<file path="config.mk">
export PLATFORM = sky130hd
export DESIGN_NAME = csc_top
export DESIGN_NICKNAME = d
export VERILOG_FILES = /design/src/csc_pkg.sv /design/src/csc_sync_edge.sv /design/src/csc_sat_counter.sv /design/src/csc_top.sv
export SDC_FILE = /design/constraint.sdc
export NUM_CORES = 1
export LEC_CHECK = 0
export BUFFER_PORTS_ARGS = -buffer_cell sky130_fd_sc_hd__buf_2
export CORE_MARGIN = 3
export CORE_UTILIZATION = 40
export DETAILED_ROUTE_END_ITERATION = 6
export GPL_TIMING_DRIVEN = 0
export PLACE_DENSITY_LB_ADDON = 0.08
export SYNTH_ARGS = -nofsm -noshare
export SYNTH_HDL_FRONTEND = slang
export SYNTH_SLANG_ARGS = --single-unit
</file>
<file path="constraint.sdc">
create_clock -name clk_i -period 2.6 [get_ports clk_i]
set_input_delay 0.52 -clock clk_i [delete_from_list [all_inputs] [get_ports clk_i]]
set_output_delay 0.52 -clock clk_i [all_outputs]
set_load 0.05 [all_outputs]
</file>
<file path="src/csc_pkg.sv">
// Shared constants and types for the clock supervisor counter.
// Assumes a 32-bit classic Wishbone bus with byte addresses.
package csc_pkg;

   // ----------------------------------------------------------------
   // Register map
   // ----------------------------------------------------------------
   localparam int ADR_W = 16;
   localparam logic [11:0] CTRL_IDX = 12'hFE9;
   localparam logic [11:0] DATA_IDX = 12'hFEA;
   localparam logic [7:0] CTRL_RST = 8'h00;
   localparam logic [7:0] DATA_RST = 8'h00;

   // ----------------------------------------------------------------
   // Control field positions
   // ----------------------------------------------------------------
   localparam int EN_BIT = 0;
   localparam int SEL_LSB = 1;
   localparam int SEL_W = 3;
   localparam int SRC_BIT = 4;
   localparam int RSV_BIT = 5;
   localparam int N_TAPS = 8;
   localparam int CNT_W = 8;

   // ----------------------------------------------------------------
   // Types
   // ----------------------------------------------------------------
   typedef struct packed {
      logic reserved;
      logic count_source_select;
      logic [2:0] gate_interval_select;
      logic measure_enable;
   } csc_ctrl_t;

   typedef enum logic [3:0] {
      ST_IDLE = 4'b0001,
      ST_ARM = 4'b0010,
      ST_COUNT = 4'b0100,
      ST_CLOSE = 4'b1000
   } csc_state_t;

endpackage

</file>
<file path="src/csc_sync_edge.sv">
// Two-stage synchroniser with rise and fall detection per bit.
// Assumes its inputs are asynchronous to clk_i and slower than half its rate.
`timescale 1ns/1ps
module csc_sync_edge #(
   parameter int WIDTH = 1
) (
   input wire logic clk_i,
   input wire logic rst_i,
   input wire logic [WIDTH-1:0] d_i,
   output logic [WIDTH-1:0] lvl_o,
   output logic [WIDTH-1:0] rise_o,
   output logic [WIDTH-1:0] fall_o
);
   logic [WIDTH-1:0] s1_q;
   logic [WIDTH-1:0] s2_q;
   logic [WIDTH-1:0] s3_q;

   initial begin
      if (WIDTH < 1) $error("csc_sync_edge: WIDTH must be at least 1.");
   end

   always_ff @(posedge clk_i) begin
      if (rst_i) begin
         s1_q <= '0;
         s2_q <= '0;
         s3_q <= '0;
      end else begin
         s1_q <= d_i;
         s2_q <= s1_q;
         s3_q <= s2_q;
      end
   end

   assign lvl_o = s2_q;
   assign rise_o = s2_q & ~s3_q;
   assign fall_o = ~s2_q & s3_q;
endmodule // csc_sync_edge

</file>
<file path="src/csc_sat_counter.sv">
// Saturating up counter with synchronous clear.
// Assumes clear and increment come from logic on the same clock.
`timescale 1ns/1ps
module csc_sat_counter #(
   parameter int WIDTH = 8
) (
   input wire logic clk_i,
   input wire logic rst_i,
   input wire logic clr_i,
   input wire logic inc_i,
   output logic [WIDTH-1:0] cnt_o,
   output logic sat_o
);
   logic [WIDTH-1:0] cnt_q;

   initial begin
      if (WIDTH < 2) $error("csc_sat_counter: WIDTH must be at least 2.");
   end

   always_ff @(posedge clk_i) begin
      if (rst_i || clr_i) begin
         cnt_q <= '0;
      end else if (inc_i && !(&cnt_q)) begin
         cnt_q <= cnt_q + {{(WIDTH-1){1'b0}}, 1'b1};
      end
   end

   assign cnt_o = cnt_q;
   assign sat_o = &cnt_q;
endmodule // csc_sat_counter

</file>
<file path="src/csc_top.sv">
// Clock supervisor counter: counts edges of a chosen oscillator in a time-base gate window.
// Assumes tap and oscillator inputs arrive asynchronously and a classic Wishbone master.
//
// Notes on behaviour
// - Setting enable starts gating with one of eight taps picked by a 3-bit field.
// - Counter advances on oscillator edges only between two tap rising edges.
// - Software picks main or sub oscillator as the counted clock.
// - Captured count is cleared when enable goes from 0 to 1.
// - Counter stops at 255 and never wraps.
// - A dead oscillator gives no edges, so the counter stops advancing.
// - Clearing enable mid-measurement aborts and zeroes the counter.
// - Counting halts while the time-base timer is stopped.
// - Captured count reads zero while enable is one.
// - After a late oscillator restart, enable clears once the oscillator edge arrives.
// - Dead oscillator: enable and counter clear at tap falling edge after second rise.
// - Counting starts at the first tap rise after enabling, stops at the second.
// - Enable clears by itself when the window ends.
// - Codes 000 to 111 select taps of 2^3, 2^5 up to 2^17 CR periods.
// - Source select 0 picks main oscillator, 1 picks sub oscillator.
`timescale 1ns/1ps
module csc_top #(
   parameter int CNT_W = csc_pkg::CNT_W
) (
   input wire logic clk_i,
   input wire logic rst_i,
   input wire logic wb_cyc_i,
   input wire logic wb_stb_i,
   input wire logic wb_we_i,
   input wire logic [csc_pkg::ADR_W-1:0] wb_adr_i,
   input wire logic [3:0] wb_sel_i,
   input wire logic [31:0] wb_dat_i,
   output logic [31:0] wb_dat_o,
   output logic wb_ack_o,
   input wire logic [csc_pkg::N_TAPS-1:0] tb_taps_i,
   input wire logic tb_running_i,
   input wire logic main_osc_i,
   input wire logic sub_osc_i,
   output logic measure_enable_o,
   output logic measuring_o
);

   // ----------------------------------------------------------------
   // Elaboration checks
   // ----------------------------------------------------------------
   initial begin
      if (CNT_W != 8) $error("csc_top: the captured register holds exactly 8 bits.");
      if ((1 << csc_pkg::SEL_W) != csc_pkg::N_TAPS) begin
         $error("csc_top: the interval field must reach every tap.");
      end
      if ($bits(csc_pkg::csc_ctrl_t) != csc_pkg::RSV_BIT + 1) begin
         $error("csc_top: the control word must end at the reserved bit.");
      end
      if (csc_pkg::SRC_BIT != csc_pkg::SEL_LSB + csc_pkg::SEL_W) begin
         $error("csc_top: the source bit must follow the interval field.");
      end
      if (csc_pkg::EN_BIT != 0) begin
         $error("csc_top: the enable bit must sit at bit 0.");
      end
   end

   // ----------------------------------------------------------------
   // Address decode
   // ----------------------------------------------------------------
   // The printed offsets are word indices; the byte address is four times the index.
   function automatic logic reg_hit(input logic [csc_pkg::ADR_W-1:0] adr, input logic [11:0] idx);
      logic [csc_pkg::ADR_W-1:0] base;
      base = {2'b00, idx, 2'b00};
      reg_hit = (adr[csc_pkg::ADR_W-1:2] == base[csc_pkg::ADR_W-1:2]);
   endfunction

   logic req;
   logic hit_ctrl;
   logic hit_data;
   logic wr_ctrl;

   assign req = wb_cyc_i && wb_stb_i && !wb_ack_o;
   assign hit_ctrl = reg_hit(wb_adr_i, csc_pkg::CTRL_IDX);
   assign hit_data = reg_hit(wb_adr_i, csc_pkg::DATA_IDX);
   assign wr_ctrl = req && wb_we_i && hit_ctrl && wb_sel_i[0];

   // ----------------------------------------------------------------
   // Input synchronisers
   // ----------------------------------------------------------------
   logic [csc_pkg::N_TAPS-1:0] tap_rise;
   logic [csc_pkg::N_TAPS-1:0] tap_fall;
   logic [2:0] osc_lvl;
   logic [2:0] osc_rise;

   csc_sync_edge #(.WIDTH(csc_pkg::N_TAPS)) u_tap_sync (
      .clk_i(clk_i),
      .rst_i(rst_i),
      .d_i(tb_taps_i),
      .lvl_o(),
      .rise_o(tap_rise),
      .fall_o(tap_fall)
   );

   csc_sync_edge #(.WIDTH(3)) u_osc_sync (
      .clk_i(clk_i),
      .rst_i(rst_i),
      .d_i({tb_running_i, sub_osc_i, main_osc_i}),
      .lvl_o(osc_lvl),
      .rise_o(osc_rise),
      .fall_o()
   );

   // ----------------------------------------------------------------
   // Control register
   // ----------------------------------------------------------------
   csc_pkg::csc_ctrl_t ctrl_q;
   csc_pkg::csc_state_t state_q;
   logic end_ok;
   logic end_dead;
   logic start;
   logic abort;
   logic tb_run;
   logic en_clr;

   assign tb_run = osc_lvl[2];
   assign start = wr_ctrl && wb_dat_i[csc_pkg::EN_BIT] && !ctrl_q.measure_enable;
   assign abort = wr_ctrl && !wb_dat_i[csc_pkg::EN_BIT] && ctrl_q.measure_enable;
   assign en_clr = abort || end_ok || end_dead;

   always_ff @(posedge clk_i) begin
      if (rst_i) begin
         ctrl_q <= csc_pkg::csc_ctrl_t'(csc_pkg::CTRL_RST[5:0]);
      end else begin
         if (wr_ctrl) begin
            ctrl_q.reserved <= wb_dat_i[csc_pkg::RSV_BIT];
            ctrl_q.count_source_select <= wb_dat_i[csc_pkg::SRC_BIT];
            ctrl_q.gate_interval_select <= wb_dat_i[csc_pkg::SEL_LSB +: csc_pkg::SEL_W];
         end
         if (start) begin
            ctrl_q.measure_enable <= 1'b1;
         end else if (en_clr) begin
            ctrl_q.measure_enable <= 1'b0;
         end
      end
   end

   // ----------------------------------------------------------------
   // Gate and source selection
   // ----------------------------------------------------------------
   logic gate_rise;
   logic gate_fall;
   logic src_rise;
   logic [csc_pkg::N_TAPS-1:0] tap_rise_run;
   logic [csc_pkg::N_TAPS-1:0] tap_fall_run;
   logic [csc_pkg::SEL_W-1:0] sel_now;
   logic src_now;
   logic en_now;

   assign sel_now = ctrl_q.gate_interval_select;
   assign src_now = ctrl_q.count_source_select;
   assign en_now = ctrl_q.measure_enable;

   // A stopped time base freezes every tap, so tap edges are trusted only while it runs.
   for (genvar g = 0; g < csc_pkg::N_TAPS; g++) begin : g_tap
      assign tap_rise_run[g] = tap_rise[g] && tb_run;
      assign tap_fall_run[g] = tap_fall[g] && tb_run;
   end

   // Tap i carries a period of 2^(3+2i) CR clocks; the time-base timer provides them.
   assign gate_rise = tap_rise_run[sel_now];
   assign gate_fall = tap_fall_run[sel_now];
   assign src_rise = src_now ? osc_rise[1] : osc_rise[0];

   // ----------------------------------------------------------------
   // Measurement sequencer
   // ----------------------------------------------------------------
   logic [CNT_W-1:0] cnt;
   logic cnt_inc;
   logic cnt_clr;
   logic in_close;
   logic in_count;

   always_ff @(posedge clk_i) begin
      if (rst_i) begin
         state_q <= csc_pkg::ST_IDLE;
      end else if (abort) begin
         state_q <= csc_pkg::ST_IDLE;
      end else begin
         case (state_q)
            csc_pkg::ST_IDLE: begin
               if (start) begin
                  state_q <= csc_pkg::ST_ARM;
               end
            end
            csc_pkg::ST_ARM: begin
               if (gate_rise) begin
                  state_q <= csc_pkg::ST_COUNT;
               end
            end
            csc_pkg::ST_COUNT: begin
               if (gate_rise) begin
                  state_q <= csc_pkg::ST_CLOSE;
               end
            end
            csc_pkg::ST_CLOSE: begin
               if (src_rise || gate_fall) begin
                  state_q <= csc_pkg::ST_IDLE;
               end
            end
            default: begin
               state_q <= csc_pkg::ST_IDLE;
            end
         endcase
      end
   end

   // The window is closed by the measured clock itself, or by the gate tap falling edge when that clock is dead.
   assign in_close = (state_q == csc_pkg::ST_CLOSE);
   assign in_count = (state_q == csc_pkg::ST_COUNT);
   assign end_ok = in_close && src_rise;
   assign end_dead = in_close && !src_rise && gate_fall;

   // A stopped oscillator yields no edges, which stalls the count on its own.
   assign cnt_inc = in_count && src_rise && !gate_rise && tb_run;
   assign cnt_clr = start || abort || end_dead;

   csc_sat_counter #(.WIDTH(CNT_W)) u_counter (
      .clk_i(clk_i),
      .rst_i(rst_i),
      .clr_i(cnt_clr),
      .inc_i(cnt_inc),
      .cnt_o(cnt),
      .sat_o()
   );

   // ----------------------------------------------------------------
   // Captured count
   // ----------------------------------------------------------------
   logic [7:0] captured_count_q;

   always_ff @(posedge clk_i) begin
      if (rst_i) begin
         captured_count_q <= csc_pkg::DATA_RST;
      end else if (start || abort || end_dead) begin
         captured_count_q <= 8'h00;
      end else if (end_ok) begin
         captured_count_q <= cnt;
      end
   end

   // ----------------------------------------------------------------
   // Read data
   // ----------------------------------------------------------------
   // The count is masked while a measurement runs, so an early read never sees a partial value.
   logic [7:0] rd_byte;

   always_comb begin
      rd_byte = 8'h00;
      if (hit_ctrl) begin
         rd_byte = {2'b00, ctrl_q};
      end else if (hit_data) begin
         rd_byte = en_now ? 8'h00 : captured_count_q;
      end
   end

   // ----------------------------------------------------------------
   // Bus answer
   // ----------------------------------------------------------------
   // Unmapped addresses are acknowledged with zero data so a stray access never hangs.
   always_ff @(posedge clk_i) begin
      if (rst_i) begin
         wb_ack_o <= 1'b0;
      end else begin
         wb_ack_o <= req;
      end
   end

   always_ff @(posedge clk_i) begin
      if (rst_i) begin
         wb_dat_o <= 32'h0000_0000;
      end else if (req && !wb_we_i) begin
         wb_dat_o <= {24'h00_0000, rd_byte};
      end
   end

   // ----------------------------------------------------------------
   // Status outputs
   // ----------------------------------------------------------------
   always_ff @(posedge clk_i) begin
      if (rst_i) begin
         measure_enable_o <= 1'b0;
      end else begin
         measure_enable_o <= en_now;
      end
   end

   // The window flag trails the state by one cycle so that it leaves a flip-flop.
   always_ff @(posedge clk_i) begin
      if (rst_i) begin
         measuring_o <= 1'b0;
      end else begin
         measuring_o <= in_count;
      end
   end

endmodule // csc_top

</file>
=== Word level (Yosys, flattened, before mapping) ===
Index checks and enable logic that the tools add are counted.

* Flip-flop bits (word level): 69
* Bits of input ports: 68
* Output and inout bits: 35
* Word-level logic and storage cells: 101

* $add $sub $neg: 1
* Order comparisons: 1
* Eq/ne operators: 10
* Mux-type cells: 15
* Bitwise operators: 6
* Reduce and logical (&&, ||, !) cells: 51

{| class="wikitable"
|+ Operators by type and width
! cell !! count
|-
| logical AND 1 bit || 33
|-
| == test 14 x 12 -> 1 bit, second input constant || 2
|-
| two-way mux 8 bit || 3
|-
| bitwise AND 8 bit || 2
|-
| two-way mux 4 bit || 4
|-
| NOT 8 bit || 2
|-
| case mux 4 bit (4 select lines) || 1
|-
| adder 8 x 1 -> 8 bit, second input constant || 1
|-
| AND reduction 8 bit || 1
|-
| logical NOT 1 bit || 7
|-
| binary-select mux 1 bit (select 3 bit) || 2
|-
| logical OR 1 bit || 6
|-
| inequality test 2 bit, second input constant || 3
|-
| two-way mux 1 bit || 5
|-
| == test 4 x 1 -> 1 bit, second input constant || 1
|-
| == test 4 x 2 -> 1 bit, second input constant || 1
|-
| == test 4 x 3 -> 1 bit, second input constant || 1
|-
| == test 4 bit, second input constant || 1
|-
| less-than comparator 3 x 4 -> 1 bit, second input constant || 1
|-
| AND reduction 4 bit || 1
|-
| OR reduction 2 bit || 2
|-
| bitwise AND 2 bit || 1
|-
| inequality test 2 x 1 -> 1 bit, second input constant || 1
|-
| NOT 2 bit || 1
|-
| nonzero test 2 bit || 1
|}

=== Longest topological paths before layout ===
Gate-level depths: netlist (run 1).

* Depth after elaboration: 11
* Gate-level depth with buffers: 7
* Gate-level depth less buffers: 5

=== Modules after synthesis ===
From an unflattened synthesis (run 1), not the netlist that was laid out.

* Cells, all modules: 337
* Area, all modules: 3235.6 µm²

{| class="wikitable"
|+ By module, submodules not included
! module !! instances !! cells an instance !! area each (µm²) !! sequential area each (µm²)
|-
| csc_top || 1 || 198 || 1742.9 || 580.6
|-
| csc_sync_edge (u_tap_sync) || 1 || 66 || 793.3 || 480.5
|-
| csc_sat_counter || 1 || 49 || 425.4 || 160.2
|-
| csc_sync_edge (u_osc_sync) || 1 || 24 || 274.0 || 180.2
|}

=== Worst setup path after synthesis (run 1) ===
No wires, ideal clock.

* Kind: register to register
* Start point: reg ctrl_q, in the netlist sel_now[1]
* End point: reg state_q[2]
* Setup time: 0.092 ns
* Arrival time: 1.824 ns
* Data required time: 2.508 ns
* Path slack: 0.684 ns
* Cell stages (with the launch flop): 7
* Path buffers: 2
* Period minus slack after synthesis: 1.916 ns
* Cells stage by stage: dfxtp_1 > clkbuf_2 > mux4_2 > o22ai_1 > buf_2 > mux2_2 > nor4_1

* Word-level cells in the longest chain between the ends: 5
* Elaborated cells between the ends (all ways): 9
* Classes of those cells: eq/ne (3); mux (4); reduce/logical (2)

{| class="wikitable"
|+ Ends and longest elaborated chain
! element !! line !! source
|-
| start, declared || csc_top.sv:110 || <nowiki>csc_pkg::csc_ctrl_t ctrl_q;</nowiki>
|-
| start signal, assigned || csc_top.sv:126 || <nowiki>ctrl_q <= csc_pkg::csc_ctrl_t'(csc_pkg::CTRL_RST[5:0]);</nowiki>
|-
| binary-select mux 1 bit (select 3 bit) || csc_top.sv:165 || <nowiki>assign gate_fall = tap_fall_run[sel_now];</nowiki>
|-
| two-way mux 1 bit (not written as such) || csc_top.sv:165 ||
|-
| logical OR 1 bit || csc_top.sv:200 || <nowiki>if (src_rise || gate_fall) begin</nowiki>
|-
| inequality test 2 x 1 -> 1 bit (no source line) || - ||
|-
| AND reduction 4 bit (no source line) (*) || - ||
|-
| end signal, assigned || csc_top.sv:196 || <nowiki>state_q <= csc_pkg::ST_CLOSE;</nowiki>
|-
| end signal, assigned || csc_top.sv:201 || <nowiki>state_q <= csc_pkg::ST_IDLE;</nowiki>
|-
| end signal, assigned || csc_top.sv:205 || <nowiki>state_q <= csc_pkg::ST_IDLE;</nowiki>
|-
| end, declared || csc_top.sv:111 || <nowiki>csc_pkg::csc_state_t state_q;</nowiki>
|}

Every way passes the cells marked *; elsewhere a longest branch is shown, timed or not. The select of a mux whose other input is x is not followed.
A chain may end at the register's enable or synchronous reset.

=== Worst setup path after layout (run 1) ===
Ends and elaborated chain as after synthesis.

==> reports/qor.csv, run 1 <==
metric;value;unit
outcome;completed;
synthesized area per cell;9.61;sq um
synthesized cell area;3010;sq um
post-synthesis cell count;313;
Clock Latency Late Sink;0.34;ns
Seq/Total Area, Yosys;0.459;
Total GRT Usage;0.150;
die area;8590;sq um
RR Startpoint;sel_now[1];
R2R Path End;state_q[2];
min-delay worst type;input pin to flip-flop;
worst setup path end;state_q[2];
WL/cell;12.4;microns
Max Fclk;455;MHz
CTS tree;yes;
Final min period;2.20;ns
clk buf depth;2;
Worst Tran Pin Value;0.634;ns
FF-to-FF setup slack;0.40;ns
Arrival @ worst endpoint;2.44;ns
Setup Crit Path Kind;flip-flop to flip-flop;
# DRC;0;
Total Power;2.14;mW
CP required;2.85;ns
Num CTS Buffers;9;
number of inserted diodes;0;
H-tree Lvls;3;
largest cells by area after synthesis;dfxtp_1, nor2b_1, buf_4;
Final Cycle Share;0.845;
R2R cell count;6;
RSZ-0062 raised after global routing;no;
Pre-Repair DR Iteration Count;4;
Leakage;1.51;nW
GP Congestion;0.838;
WL final;6.11;mm
via count;2331;
global-route wire length before repair;9.94;mm
Port Buffers;47;
top-level I/O count;103;
worst vdd ir;0.368;mV
clock-pin slew on the worst setup and hold paths;0.06;ns
Pwr Density;589;nW/um^2
buffers inserted by post-CTS timing repair;0;
Pins Over Slew Limit;0;
synth cell count leaders;dfxtp_1, nor2b_1, buf_4;
DIE HEIGHT;92.7;microns
Clock Skew;0.00761;ns
Final Core Density;0.514;
CP startpoint;sel_now[1];
Iter 0 DRT Violations;90;
Chip Width;92.7;microns
Final Setup Violations;0;
layout cells sized above 1;0.262;
Initial Utilization;0.426;
hpwl dp;4.75;mm
post-cts gate resize count;0;
NumNets Final;463;
Final ANT Viol Nets;0;
FFs w/ async S/R, synth;0;
CP Capture Type;flip-flop;
vias in the first global route;2136;
Yosys Warn Count;0;
Hold-fix buffers, CTS;0;
via-per-instance ratio;4.73;
Overflow after GRT;0;
largest net degree at the start of global routing;11;
Area Growth Syn to Fin;20.7;%
worst-path fanout max;10;
Post-Place Cells;479;
initial antenna violation count;0;
total negative slack;0;ns
core box area;7060;sq um
post-synth top area cell;dfxtp_1;
Layout Cells excl Fill;493;
Netlist cell types;50;
Post-synth EDFFs;0;
share of the synthesized area in the top cell type;0.459;
most common cell in the netlist;dfxtp_1;
Max-cap violations;0;
# clock sinks;69;
synthesis-stage register bit count;69;
Rel. slew slack;0.571;
Hold Violations, Final;0;
Site Rows;30;
Worst Hold Margin;0.389;ns
root buf cell;clkbuf_8;
Top FF cell, synth;dfxtp_1;
crit start category;flip-flop;
metrics by stage:
stage               setup WS, ns  instance area, sq um
CTS                        0.365                  3630
floorplan                  0.684                  3090
finish                     0.402                  3630
global route               0.229                  3630
global placement           0.182                  3450
detailed placement         0.224                  3450
metal layers:
metal  GRT usage  part of all wire  up-vias  wire (microns)
met3      0.0479             0.045       14             277
met4      0.0647             0.021        0             129
met1       0.178              0.45     1050            2750
met2       0.248              0.48       52            2950
li1            -                 -     1215               -
met5           0                 0        -               0
critical path: stages (launching register included):
cell and delay (ns):
dfxtp_1 0.30, clkbuf_2 0.20, mux4_2 0.56, o22ai_1 0.27, buf_2 0.27, mux2_2 0.35, nor4_1 0.15
kinds of logic (layout without fill, tap and decap cells):
family,after synthesis,count (layout),share of synthesized area
xor gates and xnor gates,1,1,0.00291
adders and majority gates,1,1,0.00416
DFF,69,69,0.459
and+or+nand+nor,140,140,0.280
buffers and inverters,39,100,0.0812
muxes,13,13,0.0603
other,1,24,0.00125
AOI/OAI and AO/OA,49,49,0.111
flip-flops by register name (all words and copies together), names as in the netlist, 2 cells and up:
| name | cells |
|---|---|
| u_osc_sync.s1_q | 3 |
| u_osc_sync.lvl_o | 3 |
| wb_dat_o | 8 |
| u_tap_sync.s3_q | 8 |
| captured_count_q | 8 |
| u_tap_sync.s1_q | 8 |
| sel_now | 3 |
| u_counter.cnt_o | 8 |
| u_tap_sync.lvl_o | 8 |
| u_osc_sync.s3_q | 2 |
| state_q | 4 |
layout make-up:
cell class | instances | area (sq um)
Buffer | 37 | 236
Clock buffer | 12 | 145
Clock inverter | 2 | 35.0
Fill cell | 696 | 3430
Inverter | 2 | 7.51
Multi-Input combinational cell | 228 | 1470
Sequential cell | 69 | 1380
Tap cell | 96 | 120
Timing Repair Buffer | 47 | 235
worst min-delay path by stage:
stage	startpoint	end	slack (ns)	depth (start not counted)
2_1_floorplan	u_osc_sync.s1_q[0]	u_osc_sync.lvl_o[0]	0.41	1
3_3_place_gp	u_tap_sync.s1_q[2]	u_tap_sync.lvl_o[2]	0.42	1
3_5_place_dp	u_osc_sync.s1_q[0]	u_osc_sync.lvl_o[0]	0.42	1
4_1_cts	tb_taps_i[0]	u_tap_sync.s1_q[0]	0.36	2
5_1_grt	tb_taps_i[2]	u_tap_sync.s1_q[2]	0.38	2
6_report	tb_taps_i[1]	u_tap_sync.s1_q[1]	0.39	2
where the power goes:
| part | leakage [nW] | switching (mW) | internal [mW] |
|---|---|---|---|
| Combinational | 0.859 | 0.149 | 0.0787 |
| Clock | 0.0923 | 0.362 | 0.458 |
| Sequential | 0.562 | 0.00904 | 1.08 |
placed cells by master, fill, tap and decap left out, drive strengths merged, types with 2 or more instances in the layout:
cell / synthesis / routed
nor2: 23 / 23
o31ai: 3 / 3
mux4: 4 / 4
nand2: 19 / 19
nand3b: 3 / 3
mux2i: 8 / 8
inv: 2 / 2
nand4b: 3 / 3
dfxtp: 69 / 69
a31o: 2 / 2
nand3: 6 / 6
clkbuf: 9 / 21
nor4: 2 / 2
nor2b: 35 / 35
a221oi: 6 / 6
nand2b: 20 / 20
a31oi: 2 / 2
nand4: 4 / 4
a21oi: 16 / 16
or3: 2 / 2
or4: 2 / 2
nand4bb: 2 / 2
o21ai: 9 / 9
conb: 1 / 24
buf: 28 / 75
o22a: 2 / 2
nor3b: 3 / 3
a311oi: 2 / 2
nor3: 7 / 7
nor4b: 4 / 4
Power figures use the tool's default switching activity.
==> run 2, diff against run 1 <==
- ABC_AREA: unset -> 1
- clock period: 2.6 -> 2.2 ns (I/O delays scaled with it)
==> run 2 against run 1 <==
Effect of this change: critical path depth up 6; hold slack worse by 0.090 ns; area after synthesis up 7.3%; sequential power up 19%; wire length up 5.6%; design area up 6.3%; first-iteration DRC count up 38%; total power up 21%; global-route usage up 0.15 points; clock power up 19%; sequential share of layout area down 2.3 points; clock skew up 0.00089 ns.
==> reports/qor.csv, run 2 <==
metric;value;unit;change
buffers inserted by post-CTS timing repair;0;;unchanged
synthesized cell area;3230;sq um;+7.3%
Min-Delay Path Depth;3;;+1
most common cell in the netlist;dfxtp_1;;
Final Cycle Share;0.718;;-0.127
via count;2627;;+13%
Netlist cell types;37;;-26%
Initial Utilization;0.415;;-0.0106
Max Fclk;633;MHz;+39%
Total Power;2.59;mW;+21%
Chip Width;95.8;microns;+3.4%
Arrival @ worst endpoint;1.80;ns;-0.64 ns
Yosys Warn Count;0;;unchanged
largest cells by area after synthesis;dfxtp_1, inv_1, nand2_1;;
post-cts gate resize count;0;;unchanged
min-delay worst type;input pin to flip-flop;;
CTS tree;yes;;
Hold Violations, Final;0;;unchanged
Port Buffers;47;;unchanged
sw power;694;uW;+34%
commonest non-fill, non-tap cell in the layout;dfxtp_1;;
clk buf depth;2;;unchanged
worst vdd ir;0.299;mV;-19%
Sw Share;0.267;;+0.0244
clock-pin slew on the worst setup and hold paths;0.07;ns;about the same
share of the synthesized area in the top cell type;0.428;;-0.0314
worst-path fanout max;10;;unchanged
Area Growth Syn to Fin;19.5;%;
RSZ-0062 raised after global routing;no;;
Hold-fix buffers, CTS;0;;unchanged
Pwr Density;672;nW/um^2;+14%
Reg area;1380;sq um;unchanged
WL met3;507;microns;+83%
Leakage;1.73;nW;+14%
Setup Crit Path Kind;flip-flop to flip-flop;;
hpwl dp;4.85;mm;+2.1%
placed instance area;3680;sq um;+6.6%
Iter 0 DRT Violations;124;;+38%
Clock Latency Late Sink;0.34;ns;about the same
Final ANT Viol Nets;0;;unchanged
Seq/Total Area, Yosys;0.428;;-0.0314
pre-CTS setup slack;0.313;ns;+0.0889 ns
synth cell count leaders;dfxtp_1, inv_1, nand2_1;;
Num CTS Buffers;9;;unchanged
GP Congestion;0.817;;-2.5%
RR Startpoint;sel_now[0];;
post-synthesis cell count;417;;+33%
crit start category;flip-flop;;
Logic pwr share;0.124;;+0.018
NumNets Final;567;;+22%
die area;9180;sq um;+6.8%
FFs w/ async S/R, synth;0;;unchanged
Final Instance Area;3860;sq um;+6.3%
Worst Tran Pin Value;0.586;ns;-0.0480 ns
CP peak stage delay;0.32;ns;-0.24 ns
largest net degree at the start of global routing;12;;+1
Clock Skew;0.00850;ns;+0.000890 ns
Filler Cells Inserted;787;;+13%
R2R cell count;12;;+6
# clock sinks;69;;unchanged
Pre-Repair DR Iteration Count;6;;+2
# DRC;0;;unchanged
Worst Hold Margin;0.299;ns;-0.0904 ns
R2R Path End;u_counter.cnt_o[2];;
root buf cell;clkbuf_8;;
Int Pwr;1.90;mW;+17%
Total GRT Usage;0.151;;+0.00153
WL/cell;10.7;microns;-14%
H-tree Lvls;3;;unchanged
CP Capture Type;flip-flop;;
via-per-instance ratio;4.35;;-8.0%
CP required;2.42;ns;-0.43 ns
CP most frequent cell;nand2_1;;
Rel. slew slack;0.609;;+0.0380
Pins Over Slew Limit;0;;unchanged
Clock power frac;0.376;;-0.007
outcome;completed;;
most frequent cells in the layout;dfxtp_1, inv_1, nand2_1;;
min setup slack post-route;0.620;ns;+0.218 ns
DIE HEIGHT;95.8;microns;+3.4%
Highest Signal Layer;met4;;
Final min period;1.58;ns;-0.618 ns
hold path startpoint;tb_taps_i[6];;
global-route wire length before repair;10.6;mm;+6.7%
number of inserted diodes;0;;unchanged
Post-synth EDFFs;0;;unchanged
Hold EP;u_tap_sync.s1_q[6];;
footprint of the multi-input gates;1430;sq um;-2.9%
slowest CP cell;dfxtp_1;;
Top FF cell, synth;dfxtp_1;;
Buf/Inv on CP;3;;+1
synthesized area per cell;7.74;sq um;-19%
post-synth top area cell;dfxtp_1;;
met2 wire len;2.66;mm;-10%
total negative slack;0;ns;unchanged
initial antenna violation count;0;;unchanged
FF-to-FF setup slack;0.62;ns;+0.22 ns
top-level I/O count;103;;unchanged
Site Rows;32;;+6.7%
CP delay by family, top;simple AND/OR/NAND/NOR gates;;
layout cells sized above 1;0.253;;-0.00898
vias in the first global route;2250;;+5.3%
Seq pwr share;0.500;;-0.010
Final Setup Violations;0;;unchanged
M1 WL;3.24;mm;+18%
Overflow after GRT;0;;unchanged
WL final;6.46;mm;+5.6%
Max-cap violations;0;;unchanged
core box area;7770;sq um;+10%
critical path cell sequence;buf_6 -> clkinv_4 -> nand3_1 -> nand3_1 -> nand3_1 -> nand2_1 -> nand2_1 -> nand2_1 -> inv_2 -> nand2_4 -> nand2_1 -> a21oi_1;;
synthesis-stage register bit count;69;;unchanged
## run 2: area by class of cell
class	instances	share of cell area
buffer	35	0.0658
inverter	66	0.0655
sequential	69	0.358
timing repair buffer	47	0.0610
multi-input combinational	270	0.369
tap	102	0.0331
clock buffer	11	0.0341
clock inverter	4	0.0130
## run 2: through the flow
stage	utilization	std cells
after floorplan	-	440
after global placement	0.473	589
after detailed placement	0.473	589
after CTS	0.497	604
after global routing	0.497	604
final	0.497	604
## run 2: worst max path at each step
| stage | start | endpoint | slack (ns) | cells after the start |
|---|---|---|---|---|
| after CTS | sel_now[0] | u_counter.cnt_o[2] | 0.60 | 12 |
| after global routing | sel_now[0] | u_counter.cnt_o[0] | 0.39 | 12 |
| after global placement | wb_adr_i[4] | u_counter.cnt_o[1] | 0.34 | 12 |
| after floorplan | wb_ack_o | captured_count_q[7] | 0.58 | 10 |
| final | sel_now[0] | u_counter.cnt_o[2] | 0.62 | 12 |
| after detailed placement | wb_adr_i[4] | captured_count_q[5] | 0.31 | 12 |
## run 2: logic make-up after synthesis
group | after synthesis | share of synthesized area
and+or+nand+nor | 191 | 0.300
buffers and inverters | 101 | 0.157
DFF | 69 | 0.428
AOI/OAI and AO/OA | 48 | 0.0938
xor gates and xnor gates | 6 | 0.0163
adders and majority gates | 1 | 0.00388
other | 1 | 0.00116
## run 2: worst register-to-register path: stages (launching register included)
cell and delay (ns):
dfxtp_1 0.32, buf_6 0.14, clkinv_4 0.10, nand3_1 0.09, nand3_1 0.07, nand3_1 0.09, nand2_1 0.05, nand2_1 0.08
nand2_1 0.11, inv_2 0.19, nand2_4 0.11, nand2_1 0.07, a21oi_1 0.06
## run 2: metal layers
metal,up-vias,track usage
met5,-,0
met4,0,0.0569
met3,4,0.0446
met2,80,0.219
met1,1114,0.211
li1,1429,-
## run 2: power groups by stage
| stage | logic (mW) | registers, mW | clock network [mW] |
|---|---|---|---|
| 2_1_floorplan | 0.235 | 1.34 | 0 |
| 3_3_place_gp | 0.317 | 1.33 | 0 |
| 3_5_place_dp | 0.321 | 1.33 | 0 |
| 4_1_cts | 0.322 | 1.30 | 1.00 |
| 5_1_grt | 0.356 | 1.30 | 1.07 |
| 6_report | 0.322 | 1.30 | 0.974 |
==> run 3, diff against run 2 <==
- ABC_AREA: 1 -> 0
- clock period: 2.2 -> 1.4 ns (I/O delays scaled with it)
==> run 3 against run 2 <==
Effect of this change: the run now ends with negative setup slack left; final cell count shrank 15%; global-route usage increased by 1.4 points; die area decreased by 6.4%; count of clock-buffer cells in the layout down 1; critical path type unchanged; critical endpoint is now u_counter.cnt_o[5].
==> reports/qor.csv, run 3 (synthesis results as in run 1) <==
metric;value;unit;change
via count;2513;;-4.3%
Num CTS Buffers;9;;unchanged
WL final;7.10;mm;+9.9%
Pre-Repair DR Iteration Count;4;;-2
clk buf depth;2;;unchanged
vias in the first global route;2191;;-2.6%
Layout Cells excl Fill;514;;-15%
# DRC;0;;unchanged
Clock Latency Late Sink;0.35;ns;about the same
Leakage;1.70;nW;-1.6%
crit start category;flip-flop;;
Arrival @ worst endpoint;2.17;ns;+0.37 ns
Clock Skew;0.0124;ns;+0.00394 ns
NumNets Final;482;;-15%
RSZ-0062 raised after global routing;yes;;
top-level I/O count;103;;unchanged
footprint of the multi-input gates;1710;sq um;+20%
Total Power;4.25;mW;+64%
Post-Place Cells;479;;-19%
CTS tree;yes;;
Hold Violations, Final;0;;unchanged
Area Growth Syn to Fin;38.3;%;
GP Congestion;0.808;;-1.1%
Port Buffers;47;;unchanged
Setup Crit Path Kind;flip-flop to flip-flop;;
largest net degree at the start of global routing;14;;+2
most frequent cells in the layout;dfxtp_1, buf_2, buf_4;;
Worst Tran Pin Value;0.530;ns;-0.0564 ns
Filler Cells Inserted;639;;-19%
FF-to-FF setup slack;-0.47;ns;-1.09 ns
via-per-instance ratio;4.89;;+12%
WL/cell;13.8;microns;+29%
number of inserted diodes;0;;unchanged
Chip Width;92.7;microns;-3.3%
hpwl dp;4.89;mm;+0.78%
failing checks;negative setup slack;;
Final Cycle Share;1.34;;+0.619
Worst Hold Margin;0.137;ns;-0.161 ns
Hold-fix buffers, CTS;0;;unchanged
Site Rows;30;;-6.3%
pre-CTS setup slack;-0.600;ns;-0.913 ns
global-route wire length before repair;10.9;mm;+3.1%
DIE HEIGHT;92.7;microns;-3.3%
Final Core Density;0.589;;+0.0927
outcome;finished, violations left;;
Pins Over Slew Limit;0;;unchanged
die area;8590;sq um;-6.4%
commonest non-fill, non-tap cell in the layout;dfxtp_1;;
Overflow after GRT;0;;unchanged
Rel. slew slack;0.647;;+0.0376
Final min period;1.87;ns;+0.292 ns
Max Fclk;534;MHz;-16%
Final ANT Viol Nets;0;;unchanged
Pwr Density;1020;nW/um^2;+52%
# clock sinks;69;;unchanged
CP required;1.69;ns;-0.73 ns
Max-cap violations;0;;unchanged
min-delay worst type;input pin to flip-flop;;
CP Capture Type;flip-flop;;
min setup slack post-route;-0.472;ns;-1.09 ns
layout cells sized above 1;0.414;;+0.161
Final Setup Violations;29;;+29
clock-pin slew on the worst setup and hold paths;0.08;ns;about the same
Initial Utilization;0.426;;+0.0106
worst-path fanout max;4;;-6
Iter 0 DRT Violations;73;;-41%
initial antenna violation count;0;;unchanged
core box area;7060;sq um;-9.1%
worst vdd ir;0.540;mV;+80%
Reg area;1400;sq um;+1.4%
H-tree Lvls;3;;unchanged
Total GRT Usage;0.165;;+0.0138
root buf cell;clkbuf_8;;
[run 3: changes by cell type in the layout (fill, tap and decap cells not counted), moves of 6 or more]
cell	delta
inv_1	-60
nand2_1	-41
nand3_1	-38
nor2_1	-36
nor2b_1	+35
nand2b_1	+19
buf_4	+15
dfxtp_1	-10
o21ai_0	-10
a21oi_1	-8
mux2i_1	+8
buf_6	+7
dfxtp_2	+7
xor2_1	-6
[run 3: per-stage QoR]
step / setup TNS (ns) / instance area, sq um
CTS: -9.88 / 3900
finish: -8.22 / 4160
detailed placement: -14.79 / 3540
floorplan: -6.61 / 3180
global route: -10.12 / 4160
global placement: -14.45 / 3540
[run 3: path summary, 6_finish.rpt]
kind | depth (start not counted) | start | endpoint
worst min-delay path | 2 | tb_taps_i[7] | u_tap_sync.s1_q[7]
worst min register to register | 1 | u_tap_sync.s1_q[3] | u_tap_sync.lvl_o[3]
worst max register to register | 5 | state_q[1] | u_counter.cnt_o[5]
worst max-delay path | 5 | state_q[1] | u_counter.cnt_o[5]
[run 3: what timing repair did]
| action | 4_1_cts | 5_1_grt |
|---|---|---|
| gates resized for setup | 15 | 45 |
| pin swaps | 5 | 23 |
| cloned | 1 | 1 |
| setup buffers | 10 | 11 |
| setup endpoints to repair | 30 | 34 |
[run 3: report_power, final]
group / total [mW] / internal (mW) / switching [mW]
registers: 2.02 / 2.00 / 0.0191
clock network: 1.75 / 0.940 / 0.806
logic: 0.478 / 0.176 / 0.301
[run 3: critical path, cell delays in order (launching register included)]
cell and delay, ns:
dfxtp_4 0.36, nor4b_4 0.38, o211ai_2 0.21, nor3b_4 0.27, or4b_4 0.49, a21oi_2 0.12
[run 3: cell type report]
cell class,count,area share
multi-input combinational,228,0.411
tap,96,0.0289
clock inverter,6,0.0165
clock buffer,10,0.0358
sequential,69,0.337
buffer,34,0.0608
inverter,2,0.00181
timing repair buffer,69,0.108
[run 3: per-layer routing]
layer,global-route usage,vias up,routed length [microns]
met3,0.0325,13,551
met2,0.253,96,3200
met4,0.0806,0,141
met1,0.222,1151,3200
met5,0,-,0
li1,-,1253,-
